File: src/shared/adc_cfg_pkg.sv
// Package: register map, field positions, reset values and serial framing constants
package adc_cfg_pkg;
  localparam logic [7:0] ADDR_RESET_READBACK = 8'h00;
  localparam logic [7:0] ADDR_DISTORTION     = 8'h02;
  localparam logic [7:0] ADDR_FORMAT         = 8'h3c;
  localparam logic [7:0] ADDR_PATTERN_HIGH   = 8'h3e;
  localparam logic [7:0] ADDR_PATTERN_LOW    = 8'h3f;
  localparam logic [7:0] ADDR_REF_POWER      = 8'h44;
  localparam logic [7:0] ADDR_GAIN           = 8'h45;

  localparam int BIT_READBACK        = 0;
  localparam int BIT_SOFT_INIT       = 1;
  localparam int BIT_FORMAT_SOURCE   = 7;
  localparam int BIT_FORMAT_VALUE    = 6;
  localparam int BIT_REF_SOURCE      = 3;
  localparam int BIT_REF_VALUE       = 2;
  localparam int BIT_SOFT_POWERDOWN  = 6;
  localparam int GAIN_LSB            = 4;
  localparam int GAIN_WIDTH          = 4;
  localparam int PATTERN_LOW_LSB     = 2;
  localparam int PATTERN_WIDTH       = 14;

  // Writable bits per register
  localparam logic [7:0] MASK_RESET_READBACK = 8'h01;
  localparam logic [7:0] MASK_DISTORTION     = 8'h71;
  localparam logic [7:0] MASK_FORMAT         = 8'hc0;
  localparam logic [7:0] MASK_PATTERN_HIGH   = 8'hff;
  localparam logic [7:0] MASK_PATTERN_LOW    = 8'hfc;
  localparam logic [7:0] MASK_REF_POWER      = 8'h4c;
  localparam logic [7:0] MASK_GAIN           = 8'hf0;

  localparam logic [7:0] RESET_VALUE         = 8'h00;

  localparam int WORD_BITS = 16;
  localparam int ADDR_BITS = 8;
  localparam int DATA_BITS = 8;
endpackage : adc_cfg_pkg

File: src/rtl/pin_sync.sv
// Three-stage input synchroniser with agreement-based change detection
`timescale 1ns/1ps
`default_nettype none
module pin_sync #(
  parameter int  WIDTH    = 1,
  parameter logic RESET_LEVEL = 1'b0
) (
  // Clock and reset
  input  wire logic             sys_clk,
  input  wire logic             sys_rst,
  // Pins
  input  wire logic [WIDTH-1:0] pin_in,
  output logic      [WIDTH-1:0] level,
  output logic      [WIDTH-1:0] rise,
  output logic      [WIDTH-1:0] fall
);
  generate
    if (WIDTH < 1) begin : g_bad
      $error("pin_sync: WIDTH must be at least one");
    end
  endgenerate

  logic [WIDTH-1:0] stage1;
  logic [WIDTH-1:0] stage2;
  logic [WIDTH-1:0] stage3;

  // stage1 feeds only stage2; decisions use stage2 and stage3 agreeing
  always_ff @(posedge sys_clk) begin
    if (sys_rst) begin
      stage1 <= {WIDTH{RESET_LEVEL}};
      stage2 <= {WIDTH{RESET_LEVEL}};
      stage3 <= {WIDTH{RESET_LEVEL}};
    end else begin
      stage1 <= pin_in;
      stage2 <= stage1;
      stage3 <= stage2;
    end
  end

  genvar i;
  generate
    for (i = 0; i < WIDTH; i++) begin : g_bit
      always_ff @(posedge sys_clk) begin
        if (sys_rst) begin
          level[i] <= RESET_LEVEL;
          rise[i]  <= 1'b0;
          fall[i]  <= 1'b0;
        end else begin
          rise[i] <= (stage2[i] == stage3[i]) && stage3[i] && !level[i];
          fall[i] <= (stage2[i] == stage3[i]) && !stage3[i] && level[i];
          if (stage2[i] == stage3[i]) begin
            level[i] <= stage3[i];
          end
        end
      end
    end
  endgenerate
endmodule : pin_sync
`default_nettype wire

File: src/rtl/adc_config_register_bank.sv
// Serial-port configuration register bank of the converter
//
// Summary of operation
// - Writing one to bit 1 at address 00 resets every configuration register to the value the reset input gives it.
// - Bit 0 at address 00 resets to zero for writes and, when one, turns serial words into reads.
// - Bit 7 at address 3C picks the output format from the strap pin when zero, the register when one.
// - Bit 6 at address 3C gives twos complement when zero and offset binary when one, used only under override.
// - Address 3E holds the upper eight bits of the 14-bit user pattern.
// - Bits 7 to 2 at address 3F hold the lower six pattern bits; bits 1 and 0 are not stored.
// - Bit 3 at address 44 picks the reference choice from the strap pin when zero, the register when one.
// - Bit 2 at address 44 picks internal reference when zero and external when one, used only under override.
// - Bits 7 to 4 at address 45 set fine gain from 0 dB to 6 dB in half-dB steps, default 0 dB.
// - Each word is 16 bits taken on falling serial clock edges with select low, address then data.
// - After a software reset the soft initialization bit returns to zero by itself.
// - While readback is set, only writes to the readback bit at address 00 are accepted.
// - During a read the addressed register's eight bits are shifted out on the readback pin.
`timescale 1ns/1ps
`default_nettype none
module adc_config_register_bank
  import adc_cfg_pkg::*;
(
  // Clock and reset
  input  wire logic                  sys_clk,
  input  wire logic                  sys_rst,
  // Serial port pins
  input  wire logic                  serial_clk,
  input  wire logic                  serial_select_n,
  input  wire logic                  serial_in_line,
  output logic                       readback_out_pin,
  // Strap pin
  input  wire logic                  format_refsel_pin,
  // Configuration outputs
  output logic                       readback_mode,
  output logic [7:0]                 distortion_tuning_bits,
  output logic                       output_format_choice,
  output logic                       external_reference,
  output logic [PATTERN_WIDTH-1:0]   user_test_pattern,
  output logic                       soft_powerdown,
  output logic [GAIN_WIDTH-1:0]      fine_gain
);

  // ----------------------------------------------------------------
  // Elaboration checks
  // ----------------------------------------------------------------
  // The four-bit word counter and the fixed slices below only serve
  // a 16-bit word split evenly into an address byte and a data byte
  generate
    if (WORD_BITS != 16) begin : g_bad_word
      $error("adc_config_register_bank: word must be 16 bits");
    end
    if (ADDR_BITS + DATA_BITS != WORD_BITS) begin : g_bad_split
      $error("adc_config_register_bank: address and data must fill the word");
    end
    if (ADDR_BITS != 8 || DATA_BITS != 8) begin : g_bad_byte
      $error("adc_config_register_bank: address and data must be eight bits");
    end
    if (GAIN_LSB + GAIN_WIDTH > DATA_BITS) begin : g_bad_gain
      $error("adc_config_register_bank: gain field leaves its register");
    end
    if (PATTERN_WIDTH != 2 * DATA_BITS - PATTERN_LOW_LSB) begin : g_bad_pattern
      $error("adc_config_register_bank: pattern width does not fit its registers");
    end
    if (BIT_FORMAT_SOURCE >= DATA_BITS || BIT_FORMAT_VALUE >= DATA_BITS ||
        BIT_REF_SOURCE >= DATA_BITS || BIT_REF_VALUE >= DATA_BITS ||
        BIT_SOFT_POWERDOWN >= DATA_BITS) begin : g_bad_bit
      $error("adc_config_register_bank: control bit outside its register");
    end
    if (BIT_READBACK >= DATA_BITS || BIT_SOFT_INIT >= DATA_BITS) begin : g_bad_ctrl
      $error("adc_config_register_bank: reset or readback bit outside its register");
    end
  endgenerate

  // ----------------------------------------------------------------
  // Pin synchronisation
  // ----------------------------------------------------------------
  logic       sclk_level;
  logic       sclk_fall;
  logic       sel_n_level;
  logic       serial_in_line_level;
  logic       strap_level;
  logic [3:0] sync_level;
  logic [3:0] sync_fall;

  // Select idles high so reset must not fake a frame start
  pin_sync #(
    .WIDTH       (4),
    .RESET_LEVEL (1'b0)
  ) u_sync (
    .sys_clk (sys_clk),
    .sys_rst (sys_rst),
    .pin_in  ({format_refsel_pin, serial_in_line, ~serial_select_n, serial_clk}),
    .level   (sync_level),
    .rise    (),
    .fall    (sync_fall)
  );

  assign sclk_level  = sync_level[0];
  assign sclk_fall   = sync_fall[0];
  assign sel_n_level = ~sync_level[1];
  assign serial_in_line_level = sync_level[2];
  assign strap_level = sync_level[3];

  // ----------------------------------------------------------------
  // Serial shifter
  // ----------------------------------------------------------------
  logic [WORD_BITS-2:0] shift_reg;
  logic [3:0]           bit_count;
  logic                 word_done;
  logic [7:0]           word_addr;
  logic [7:0]           word_data;
  logic [7:0]           read_addr;

  assign word_done = sclk_fall && !sel_n_level && (bit_count == 4'(WORD_BITS - 1));
  assign word_addr = shift_reg[WORD_BITS-2:DATA_BITS-1];
  assign word_data = {shift_reg[DATA_BITS-2:0], serial_in_line_level};
  assign read_addr = {shift_reg[DATA_BITS-2:0], serial_in_line_level};

  // Excess bits past a multiple of 16 are dropped when select rises
  always_ff @(posedge sys_clk) begin
    if (sys_rst) begin
      shift_reg <= '0;
      bit_count <= '0;
    end else if (sel_n_level) begin
      bit_count <= '0;
    end else if (sclk_fall) begin
      shift_reg <= {shift_reg[WORD_BITS-3:0], serial_in_line_level};
      bit_count <= bit_count + 4'd1;
    end
  end

  // ----------------------------------------------------------------
  // Registers
  // ----------------------------------------------------------------
  logic       readback;
  logic [7:0] distortion;
  logic [7:0] format_ctrl;
  logic [7:0] pattern_high;
  logic [7:0] pattern_low;
  logic [7:0] ref_power;
  logic [7:0] gain_ctrl;
  logic       soft_init;
  logic       write_ok;

  // Writes land on the 16th falling edge; address 00 always accepted
  assign write_ok = word_done && (!readback || word_addr == ADDR_RESET_READBACK);

  // Soft init is a one-cycle pulse: it resets every configuration register on the next
  // clock and then reads back as zero with no software action.
  // Readback locks it out: only bit 0 of address 00 may change then,
  // otherwise a stray init would wipe the bank during a diagnostic read
  always_ff @(posedge sys_clk) begin
    if (sys_rst) begin
      soft_init <= 1'b0;
    end else begin
      soft_init <= write_ok && !readback && word_addr == ADDR_RESET_READBACK
                   && word_data[BIT_SOFT_INIT];
    end
  end

  always_ff @(posedge sys_clk) begin
    if (sys_rst || soft_init) begin
      readback     <= RESET_VALUE[0];
      distortion   <= RESET_VALUE;
      format_ctrl  <= RESET_VALUE;
      pattern_high <= RESET_VALUE;
      pattern_low  <= RESET_VALUE;
      ref_power    <= RESET_VALUE;
      gain_ctrl    <= RESET_VALUE;
    end else if (write_ok) begin
      case (word_addr)
        ADDR_RESET_READBACK: readback     <= word_data[BIT_READBACK];
        ADDR_DISTORTION:     distortion   <= word_data & MASK_DISTORTION;
        ADDR_FORMAT:         format_ctrl  <= word_data & MASK_FORMAT;
        ADDR_PATTERN_HIGH:   pattern_high <= word_data & MASK_PATTERN_HIGH;
        ADDR_PATTERN_LOW:    pattern_low  <= word_data & MASK_PATTERN_LOW;
        ADDR_REF_POWER:      ref_power    <= word_data & MASK_REF_POWER;
        ADDR_GAIN:           gain_ctrl    <= word_data & MASK_GAIN;
        default: ;
      endcase
    end
  end

  // ----------------------------------------------------------------
  // Readback
  // ----------------------------------------------------------------
  logic [7:0] read_value;
  logic [7:0] out_shift;

  always_comb begin
    case (read_addr)
      ADDR_RESET_READBACK: read_value = {7'h00, readback};
      ADDR_DISTORTION:     read_value = distortion;
      ADDR_FORMAT:         read_value = format_ctrl;
      ADDR_PATTERN_HIGH:   read_value = pattern_high;
      ADDR_PATTERN_LOW:    read_value = pattern_low;
      ADDR_REF_POWER:      read_value = ref_power;
      ADDR_GAIN:           read_value = gain_ctrl;
      default:             read_value = 8'h00;
    endcase
  end

  // Address completes on the 8th fall; data bits move out on the
  // following rising edges so the controller samples them on falls
  logic sclk_rise_seen;
  logic sclk_prev;

  always_ff @(posedge sys_clk) begin
    if (sys_rst) begin
      sclk_prev <= 1'b0;
    end else begin
      sclk_prev <= sclk_level;
    end
  end
  assign sclk_rise_seen = sclk_level && !sclk_prev;

  always_ff @(posedge sys_clk) begin
    if (sys_rst) begin
      out_shift <= '0;
    end else if (sel_n_level || !readback) begin
      out_shift <= '0;
    end else if (sclk_fall && bit_count == 4'(ADDR_BITS - 1)) begin
      out_shift <= read_value;
    end else if (sclk_rise_seen && bit_count > 4'(ADDR_BITS)) begin
      out_shift <= {out_shift[6:0], 1'b0};
    end
  end

  always_ff @(posedge sys_clk) begin
    if (sys_rst) begin
      readback_out_pin <= 1'b0;
    end else begin
      readback_out_pin <= readback && !sel_n_level && out_shift[7];
    end
  end

  // ----------------------------------------------------------------
  // Configuration outputs
  // ----------------------------------------------------------------
  // One strap pin serves both the format and the reference choice;
  // each override bit swaps the pin for its own register bit
  always_ff @(posedge sys_clk) begin
    if (sys_rst) begin
      output_format_choice <= 1'b0;
      external_reference   <= 1'b0;
    end else begin
      output_format_choice <= format_ctrl[BIT_FORMAT_SOURCE] ?
                              format_ctrl[BIT_FORMAT_VALUE] : strap_level;
      external_reference   <= ref_power[BIT_REF_SOURCE] ?
                              ref_power[BIT_REF_VALUE] : strap_level;
    end
  end

  assign readback_mode          = readback;
  assign distortion_tuning_bits = distortion;
  assign user_test_pattern      = {pattern_high, pattern_low[7:PATTERN_LOW_LSB]};
  assign soft_powerdown         = ref_power[BIT_SOFT_POWERDOWN];
  assign fine_gain              = gain_ctrl[GAIN_LSB +: GAIN_WIDTH];

endmodule : adc_config_register_bank
`default_nettype wire

File: config.mk
export PLATFORM = sky130hd
export DESIGN_NAME = adc_config_register_bank
export DESIGN_NICKNAME = d
export VERILOG_FILES = /design/src/shared/adc_cfg_pkg.sv /design/src/rtl/pin_sync.sv /design/src/rtl/adc_config_register_bank.sv
export SDC_FILE = /design/constraint.sdc
export NUM_CORES = 1
export LEC_CHECK = 0
export BUFFER_PORTS_ARGS = -buffer_cell sky130_fd_sc_hd__buf_4
export CELL_PAD_IN_SITES_DETAIL_PLACEMENT = 1
export CELL_PAD_IN_SITES_GLOBAL_PLACEMENT = 2
export CORE_MARGIN = 2
export CORE_UTILIZATION = 36
export CTS_CLUSTER_DIAMETER = 40
export DETAILED_ROUTE_END_ITERATION = 10
export PLACE_DENSITY_LB_ADDON = 0.1
export SLEW_MARGIN = 20
export SYNTH_ARGS = -nofsm -noshare
export SYNTH_HDL_FRONTEND = slang
export SYNTH_SLANG_ARGS = --single-unit
File: constraint.sdc
create_clock -name sys_clk -period 1.9 [get_ports sys_clk]
set_input_delay 0.38 -clock sys_clk [delete_from_list [all_inputs] [get_ports sys_clk]]
set_output_delay 0.38 -clock sys_clk [all_outputs]
set_load 0.01 [all_outputs]
---- Word-level counts from Yosys, hierarchy flattened ----
Cells that the tools add are included.
operators by class
  add/subtract/negate cells ............... 1
  mux-type cells .......................... 5
  magnitude comparators ................... 1
  reductions and logical operators ........ 32
  equality and inequality tests ........... 18
  bitwise logic cells ..................... 2
operators with widths
  operator                                               count
  one-hot mux 8 bit (7 select lines)                     1
  equality test 8 x 6 -> 1 bit (second input constant)   6
  equality test 8 x 7 -> 1 bit (second input constant)   4
  equality test 8 x 2 -> 1 bit (second input constant)   2
  logical NOT 8 bit                                      2
  two-way mux 8 bit                                      2
  AND reduction 2 bit                                    8
  logical AND 1 bit                                      13
  adder 4 x 1 -> 4 bit (second input constant)           1
  equality test 1 bit                                    4
  equality test 4 x 3 -> 1 bit (second input constant)   1
  equality test 4 bit (second input constant)            1
  greater-than comparator 4 bit (second input constant)  1
  OR reduction 2 bit                                     2
  logical NOT 1 bit                                      3
  logical OR 1 bit                                       3
  two-way mux 1 bit                                      2
  NOT 1 bit                                              2
  nonzero test 2 bit                                     1
word-level totals
  word-level logic and storage cells ...... 82
  bits in registers ....................... 77
  bits of input ports ..................... 6

---- Logic depth before layout (Yosys ltp) ----
Gate-level depths: netlist of the first run.
  word-level depth ........................ 6
  gate-level depth with buffers ........... 8

---- Modules after synthesis ----
A second synthesis of the first run with hierarchy kept.
second synthesis, totals
  cells, all modules ...................... 386
  area total of the unflattened synthesis .. 3592.2 um^2
by module, submodules not included
  module                    area an instance (um^2)  cells each  instances
  adc_config_register_bank  2761.4                   312         1
  pin_sync                  830.8                    74          1

---- Worst setup path after synthesis of the first run ----
Ideal clock, no wire load.
  path type ............................... reg-to-reg
  from .................................... register shift_reg[3]
  to ...................................... register out_shift[6]
  slack ................................... 0.165 ns
  data required time ...................... 1.833 ns
  stages on the path, launching flop included .. 7
  path buffers ............................ 1
  library setup time ...................... 0.067 ns
  clock period less this slack ............ 1.735 ns
  arrival time ............................ 1.668 ns
  path through ............................ dfxtp_1 buf_8 or4_4 a2111oi_4 o311ai_2 a21o_1 o21ai_2
on the way
  word-level cells in the longest chain between the ends .. 3
ends and longest elaborated chain
  element                                                     RTL line                         text
  start: declaration                                          adc_config_register_bank.sv:106  logic [WORD_BITS-2:0] shift_reg;
  start signal: assignment                                    adc_config_register_bank.sv:126  shift_reg <= {shift_reg[WORD_BITS-3:0], serial_in_line_level};
  equality test 8 x 7 -> 1 bit, or another cell as far along  adc_config_register_bank.sv:190  case (read_addr)
  one-hot mux 8 bit (7 select lines) *                        adc_config_register_bank.sv:190
  two-way mux 8 bit *                                         adc_config_register_bank.sv:221  end else if (sclk_fall && bit_count == 4'(ADDR_BITS - 1)) begin
  end signal: assignment                                      adc_config_register_bank.sv:222  out_shift <= read_value;
  end signal: assignment                                      adc_config_register_bank.sv:224  out_shift <= {out_shift[6:0], 1'b0};
  end: declaration                                            adc_config_register_bank.sv:187  logic [7:0] out_shift;
Mark *: on every way between the ends. The rest lies on a longest branch, timed or not.
A chain may end at the register's enable or synchronous reset.

---- Worst setup path after layout of the first run ----
  from .................................... register shift_reg[1]
  to ...................................... register out_shift[6]
The elaborated chain is that of the path after synthesis.

==> results of run 1 <==
synth_stat cells, drive strengths merged, types with 2 or more instances:
cell and instances:
a21oi 18, mux2i 37, ha 3, clkbuf 13, nand4 8, mux2 6, a31oi 3, nand2 42
o2bb2ai 2, o221ai 2, a22o 2, nor2 46, nand3b 2, buf 12, and2 3, o21ai 7
xor2 2, o22ai 3, nand2b 3, nor4b 2, o31ai 2, inv 5, a22oi 4, nor2b 12
dfxtp 77, nor3 5, or3 4, or2 2, a2111oi 2, nand3 5
power groups by stage:
stage / Sequential (mW) / Combinational, mW / Clock, mW
after global placement: 1.67 / 0.0500 / 0
after CTS: 1.63 / 0.0515 / 1.41
after detailed placement: 1.67 / 0.0511 / 0
after floorplan: 1.66 / 0.0399 / 0
after global routing: 1.63 / 0.0567 / 1.51
final: 1.63 / 0.0496 / 1.37
per-layer routing:
metal | routed length (µm) | share of wire, %
met1 | 4240 | 50
met2 | 3980 | 47
met3 | 226 | 2.7
met4 | 82 | 0.96
met5 | 0 | 0
per-stage QoR:
| step | std cells | hold slack (ns) | cell area [µm²] |
|---|---|---|---|
| 2_1_floorplan | 351 | 0.414 | 3290 |
| 3_3_place_gp | 490 | 0.418 | 3700 |
| 3_5_place_dp | 490 | 0.435 | 3700 |
| 5_1_grt | 506 | 0.154 | 3920 |
| 6_report | 506 | 0.185 | 3920 |
| 4_1_cts | 506 | 0.174 | 3920 |
area by class of cell:
cell class | count | share of cell area [%]
flip-flops and latches | 77 | 39.3
repair buffers | 56 | 10.7
inverters | 5 | 0.479
multi-input cells | 244 | 40.5
clock inverters | 5 | 2.17
well taps | 108 | 3.45
clock buffers | 11 | 3.35
kinds of logic (layout without fill, tap and decap cells):
kind of cell,after synthesis,after routing,share of synthesized area [%]
AOI/OAI and AO/OA,49,49,10.6
muxes,43,43,13.4
and+or+nand+nor,142,142,21.9
buffers and inverters,30,77,4.96
other,1,4,0.114
DFF,77,77,47.0
adders and majority gates,3,3,1.15
xor gates and xnor gates,3,3,0.802
worst max-delay path, cell delays in order, from the launching register on:
cell	delay (ns)
dfxtp_1	0.33
or4_4	0.58
a2111oi_4	0.44
o311ai_2	0.16
a21o_1	0.20
o21ai_2	0.05
worst paths after layout:
kind,to,slack [ns],depth (start not counted)
setup / recovery,out_shift[6]$_SDFFE_PP0P_,0.09,5
hold / removal,u_sync.stage1[1]$_SDFF_PP0_,0.18,2
setup reg to reg,out_shift[6]$_SDFFE_PP0P_,0.09,5
hold reg to reg,u_sync.stage2[0]$_SDFF_PP0_,0.45,1
==> reports/qor.txt, run 1 <==
Seq pwr share: 53.5%
Largest net degree at the start of global routing: 36
Router iterations before antenna repair: 4
Post-Syn Area: 3280 µm²
Synth Flop Type: dfxtp_1
Post-Place Setup Slack: 0.130 ns
Worst-path clk slew: 0.08 ns
Crit path time final: 1.81 ns
Clock root buffer: clkbuf_8
Synth area leaders: dfxtp_1 47%, mux2i_1 11%, nor2_1 5.3%
Clock power frac: 44.9%
Final Skew: 0.00805 ns
Syn Area/Cell: 9.42 µm²
Initial antenna violation count: 0
M1 GR Usage: 24.8%
Number of CTS-inserted buffers: 9
Sequential area share after synthesis: 47.0%
H-tree depth: 3
Met2 Track Usage GR: 29.9%
Pwr per Cell Area: 777 nW/µm²
Clock Path Buffers: 2
Die footprint: 9890 µm²
Post-synth cell types: 56
CTS Sinks: 77
Nets: 402
Crit Path Class: reg -> reg
Crit end category: flip-flop
HPWL after DPL: 6.23 mm
Vias in the first global route: 2728
Ports: 37
Sw power: 0.657 mW
DR iter-0 viols: 74
Setup TNS: 0 ns
CTS tree: built
Vias per Instance: 5.13
Comb power frac: 1.6%
DRC violations left: 0
Crit start category: flip-flop
GR Overflow Total: 0
Via Count: 2595
Commonest non-fill, non-tap cell in the layout: dfxtp_1
Worst Hold Class: in -> reg
Number of gates resized after CTS: 0
Max_slew headroom: 59.7%
Yosys warns: 0
Gp weighted congestion: 0.811
Post-DRT Antenna Nets: 0
Port bufs: 32
Final Hold Violating Endpoints: 0
Worst-path maximum fanout: 3
P&R area growth vs syn: 19.5%
RSZ-0062 raised after global routing: no
Most frequent cells in the layout: 77 x dfxtp_1, 56 x buf_4, 46 x nor2_1
Leak: 1.69 nW
Placement Rows: 34
Clk_lat worst skew: 0.35 ns
Multi-input gate area: 1590 µm²
CP Data Arrival Time: 2.10 ns
Setup bufs post-CTS: 0
Max FFs per register: 15
Final Core Density: 44.7%
Cell taking the most area after synthesis: dfxtp_1
Initial Util: 37.4%
Max Freq: 554 MHz
Measured slew at the worst slew-check pin: 0.596 ns
Met3 Track Usage GR: 4.85%
Final setup fails: 0
Global routing's busiest layer: met2
Status: finished clean
Filler Cells Inserted: 1023
FF+latch count, synth: 77
Post-synth ARST share: 0%
Die H: 99.4 µm
Syn Inst Count: 348
Critical R2R Launch: shift_reg[1]$_SDFFE_PP0P_
Peak supply drop: 0.401 mV
First-pass GRT wire length: 14.2 mm
Post-synth EDFFs: 0
Die X: 99.4 µm
Setup ws final: 0.0941 ns
Fraction of layout cells with a size suffix above 1: 22.4%
Design Power: 3.04 mW
Max Cap Violations: 0
Final Max Slew Viols: 0
Internal Pwr Total: 2.39 mW
Hold path startpoint: serial_select_n
Core Box Area: 8760 µm²
Tot GR Track Use: 18.6%
Routed len/inst: 16.8 µm
# diodes: 0
CTS Hold Bufs: 0
Final Cycle Share: 95.0%
Yosys top cell area share: 47.0%
Switch share: 21.6%
Critical Path Start: shift_reg[1]$_SDFFE_PP0P_
DRT Wirelength: 8.52 mm
CP Data Required Time: 2.19 ns
Register Area: 1540 µm²
No activity file was read; power rests on OpenSTA's default activity.
==> run 2, diff against run 1 <==
--- a/config.mk
+++ b/config.mk
@@ -8,8 +8,8 @@
 export BUFFER_PORTS_ARGS = -buffer_cell sky130_fd_sc_hd__buf_4
 export CELL_PAD_IN_SITES_DETAIL_PLACEMENT = 1
 export CELL_PAD_IN_SITES_GLOBAL_PLACEMENT = 2
-export CORE_MARGIN = 2
-export CORE_UTILIZATION = 36
+export CORE_UTILIZATION = 38
+export CTS_BUF_LIST = sky130_fd_sc_hd__clkbuf_4
 export CTS_CLUSTER_DIAMETER = 40
 export DETAILED_ROUTE_END_ITERATION = 10
 export PLACE_DENSITY_LB_ADDON = 0.1
==> run 2 against run 1 <==
Compared with the run above:
- non-clock buffer count is 1 lower
- sequential power hardly changed
- clock power is 38% lower
- largest cell class unchanged
- flip-flop and latch count stayed put
- register-to-register slack hardly changed
- global-route usage is 1.6 points higher
- largest power group unchanged
- utilization is 1.5 points higher
==> reports/qor.txt, run 2 (same netlist as run 1, synthesis figures left out) <==
Placed Area: 3700 µm² (about the same)
Final Skew: 0.0171 ns (was 0.00805 ns)
Final Cycle Share: 94.7% (was 95.0%)
Max Freq: 556 MHz (was 554 MHz)
Measured slew at the worst slew-check pin: 0.611 ns (was 0.596 ns)
Initial antenna violation count: 0 (unchanged)
Via Count: 2560 (was 2595)
Number of CTS-inserted buffers: 9 (unchanged)
CTS Sinks: 77 (unchanged)
CP Data Required Time: 2.24 ns (was 2.19 ns)
Core Box Area: 8300 µm² (was 8760 µm²)
DRC violations left: 0 (unchanged)
Final setup fails: 0 (unchanged)
CTS tree: built (unchanged)
Vias per Instance: 5.10 (was 5.13)
DR iter-0 viols: 96 (was 74)
Largest delay share family, worst path: simple AND/OR/NAND/NOR gates (was compound AO/OA/AOI/OAI gates)
Peak supply drop: 0.283 mV (was 0.401 mV)
Pwr per Cell Area: 658 nW/µm² (was 777 nW/µm²)
Max FFs per register: 15 (unchanged)
Crit start category: flip-flop (unchanged)
Final Core Density: 46.2% (was 44.7%)
Router iterations before antenna repair: 4 (unchanged)
Final Max Slew Viols: 0 (unchanged)
# diodes: 0 (unchanged)
Status: finished clean (unchanged)
Slowest cell on crit path: or3_1 (was or4_4)
Most frequent cells in the layout: 75 x dfxtp_1, 54 x buf_4, 46 x nor2_1 (was 77 x dfxtp_1, 56 x buf_4, 46 x nor2_1)
CP Data Arrival Time: 2.14 ns (was 2.10 ns)
Die X: 94.9 µm (was 99.4 µm)
Hold Slack: 0.102 ns (was 0.185 ns)
Fraction of layout cells with a size suffix above 1: 23.7% (was 22.4%)
Leak: 1.65 nW (was 1.69 nW)
Worst-path maximum fanout: 5 (was 3)
Commonest non-fill, non-tap cell in the layout: dfxtp_1 (unchanged)
Tot GR Track Use: 20.1% (was 18.6%)
Crit end category: flip-flop (unchanged)
CP peak stage delay: 0.44 ns (was 0.58 ns)
Vias in the first global route: 2682 (was 2728)
RSZ-0062 raised after global routing: no (unchanged)
Largest net degree at the start of global routing: 36 (unchanged)
HPWL after DPL: 5.89 mm (was 6.23 mm)
Port bufs: 32 (unchanged)
Buf/Inv on CP: 0 (unchanged)
Setup TNS: 0 ns (unchanged)
Worst Hold Class: in -> reg (unchanged)
Max Cap Violations: 0 (unchanged)
DP Cell Count: 486 (was 490)
Final cell count without fillers: 502 (was 506)
Crit Path Class: reg -> reg (unchanged)
Clock Path Buffers: 2 (unchanged)
Clk_lat worst skew: 0.41 ns (was 0.35 ns)
H-tree depth: 3 (unchanged)
Final Hold Violating Endpoints: 0 (unchanged)
Initial Util: 39.5% (was 37.4%)
First-pass GRT wire length: 13.6 mm (was 14.2 mm)
CTS Hold Bufs: 0 (unchanged)
Routed len/inst: 16.0 µm (was 16.8 µm)
Placement Rows: 33 (was 34)
Most frequent CP cell: or3_1
Post-DRT Antenna Nets: 0 (unchanged)
GR Overflow Total: 0 (unchanged)
DRT Wirelength: 8.05 mm (was 8.52 mm)
Die footprint: 9000 µm² (was 9890 µm²)
Gp weighted congestion: 0.803 (was 0.811)
Cells along the critical path: or3_1 -> or3_1 -> nor4b_2 -> a31oi_1 -> o22ai_1 (was or4_4 -> a2111oi_4 -> o311ai_2 -> a21o_1 -> o21ai_2)
Ports: 37 (unchanged)
Final instance area: 3840 µm² (was 3920 µm²)
Crit path time final: 1.80 ns (was 1.81 ns)
Die H: 94.9 µm (was 99.4 µm)
Clock root buffer: clkbuf_4 (was clkbuf_8)
Max_slew headroom: 59.3% (was 59.7%)
Worst-path clk slew: 0.12 ns (was 0.08 ns)
Nets: 401 (was 402)
P&R area growth vs syn: 17.1% (was 19.5%)
## run 2: changes by cell type in the layout (fill, tap and decap cells not counted), sizes merged
| cell | delta |
|---|---|
| bufinv | -2 |
| clkinv | +1 |
| buf | -1 |
| clkinvlp | +2 |
| clkbuf | -1 |
## run 2: area by class of cell
class	count	area, µm²
Inverter	5	18.8
Fill cell	999	4460
Clock inverter	6	40.0
Clock buffer	10	75.1
Multi-Input combinational cell	244	1600
Tap cell	105	131
Sequential cell	77	1540
Timing Repair Buffer	55	425
## run 2: final timing paths
kind | start | slack (ns) | cells past startpoint | end
min | serial_select_n | 0.10 | 2 | u_sync.stage1[1]$_SDFF_PP0_
min reg2reg | u_sync.stage2[0]$_SDFF_PP0_ | 0.45 | 2 | u_sync.stage3[0]$_SDFF_PP0_
max reg2reg | shift_reg[2]$_SDFFE_PP0P_ | 0.1 | 5 | out_shift[3]$_SDFFE_PP0P_
max | shift_reg[2]$_SDFFE_PP0P_ | 0.1 | 5 | out_shift[3]$_SDFFE_PP0P_
## run 2: per-stage QoR
step / total power [mW] / setup WS (ns)
floorplan: 1.70 / 0.165
finish: 2.52 / 0.0999
detailed placement: 1.72 / 0.104
CTS: 2.56 / 0.0471
global route: 2.64 / 0.0261
global placement: 1.71 / 0.138
## run 2: power breakdown
| group | internal (mW) | switching, mW | total, mW |
|---|---|---|---|
| logic | 0.0175 | 0.0319 | 0.0494 |
| clock network | 0.278 | 0.567 | 0.846 |
| registers | 1.62 | 0.00422 | 1.63 |
| total | 1.92 | 0.603 | 2.52 |
## run 2: what timing repair did
action                                  in CTS  in global routing
gates resized for setup                      0                  6
buffers inserted                             0                  0
endpoints found under the setup margin       0                  8
## run 2: routing by layer
layer,GRT usage (%),vias to the layer above,wire [µm]
li1,-,1279,-
met1,26.5,1249,4110
met2,32.7,22,3640
met3,3.38,10,154
met4,7.83,0,142
met5,0,-,0
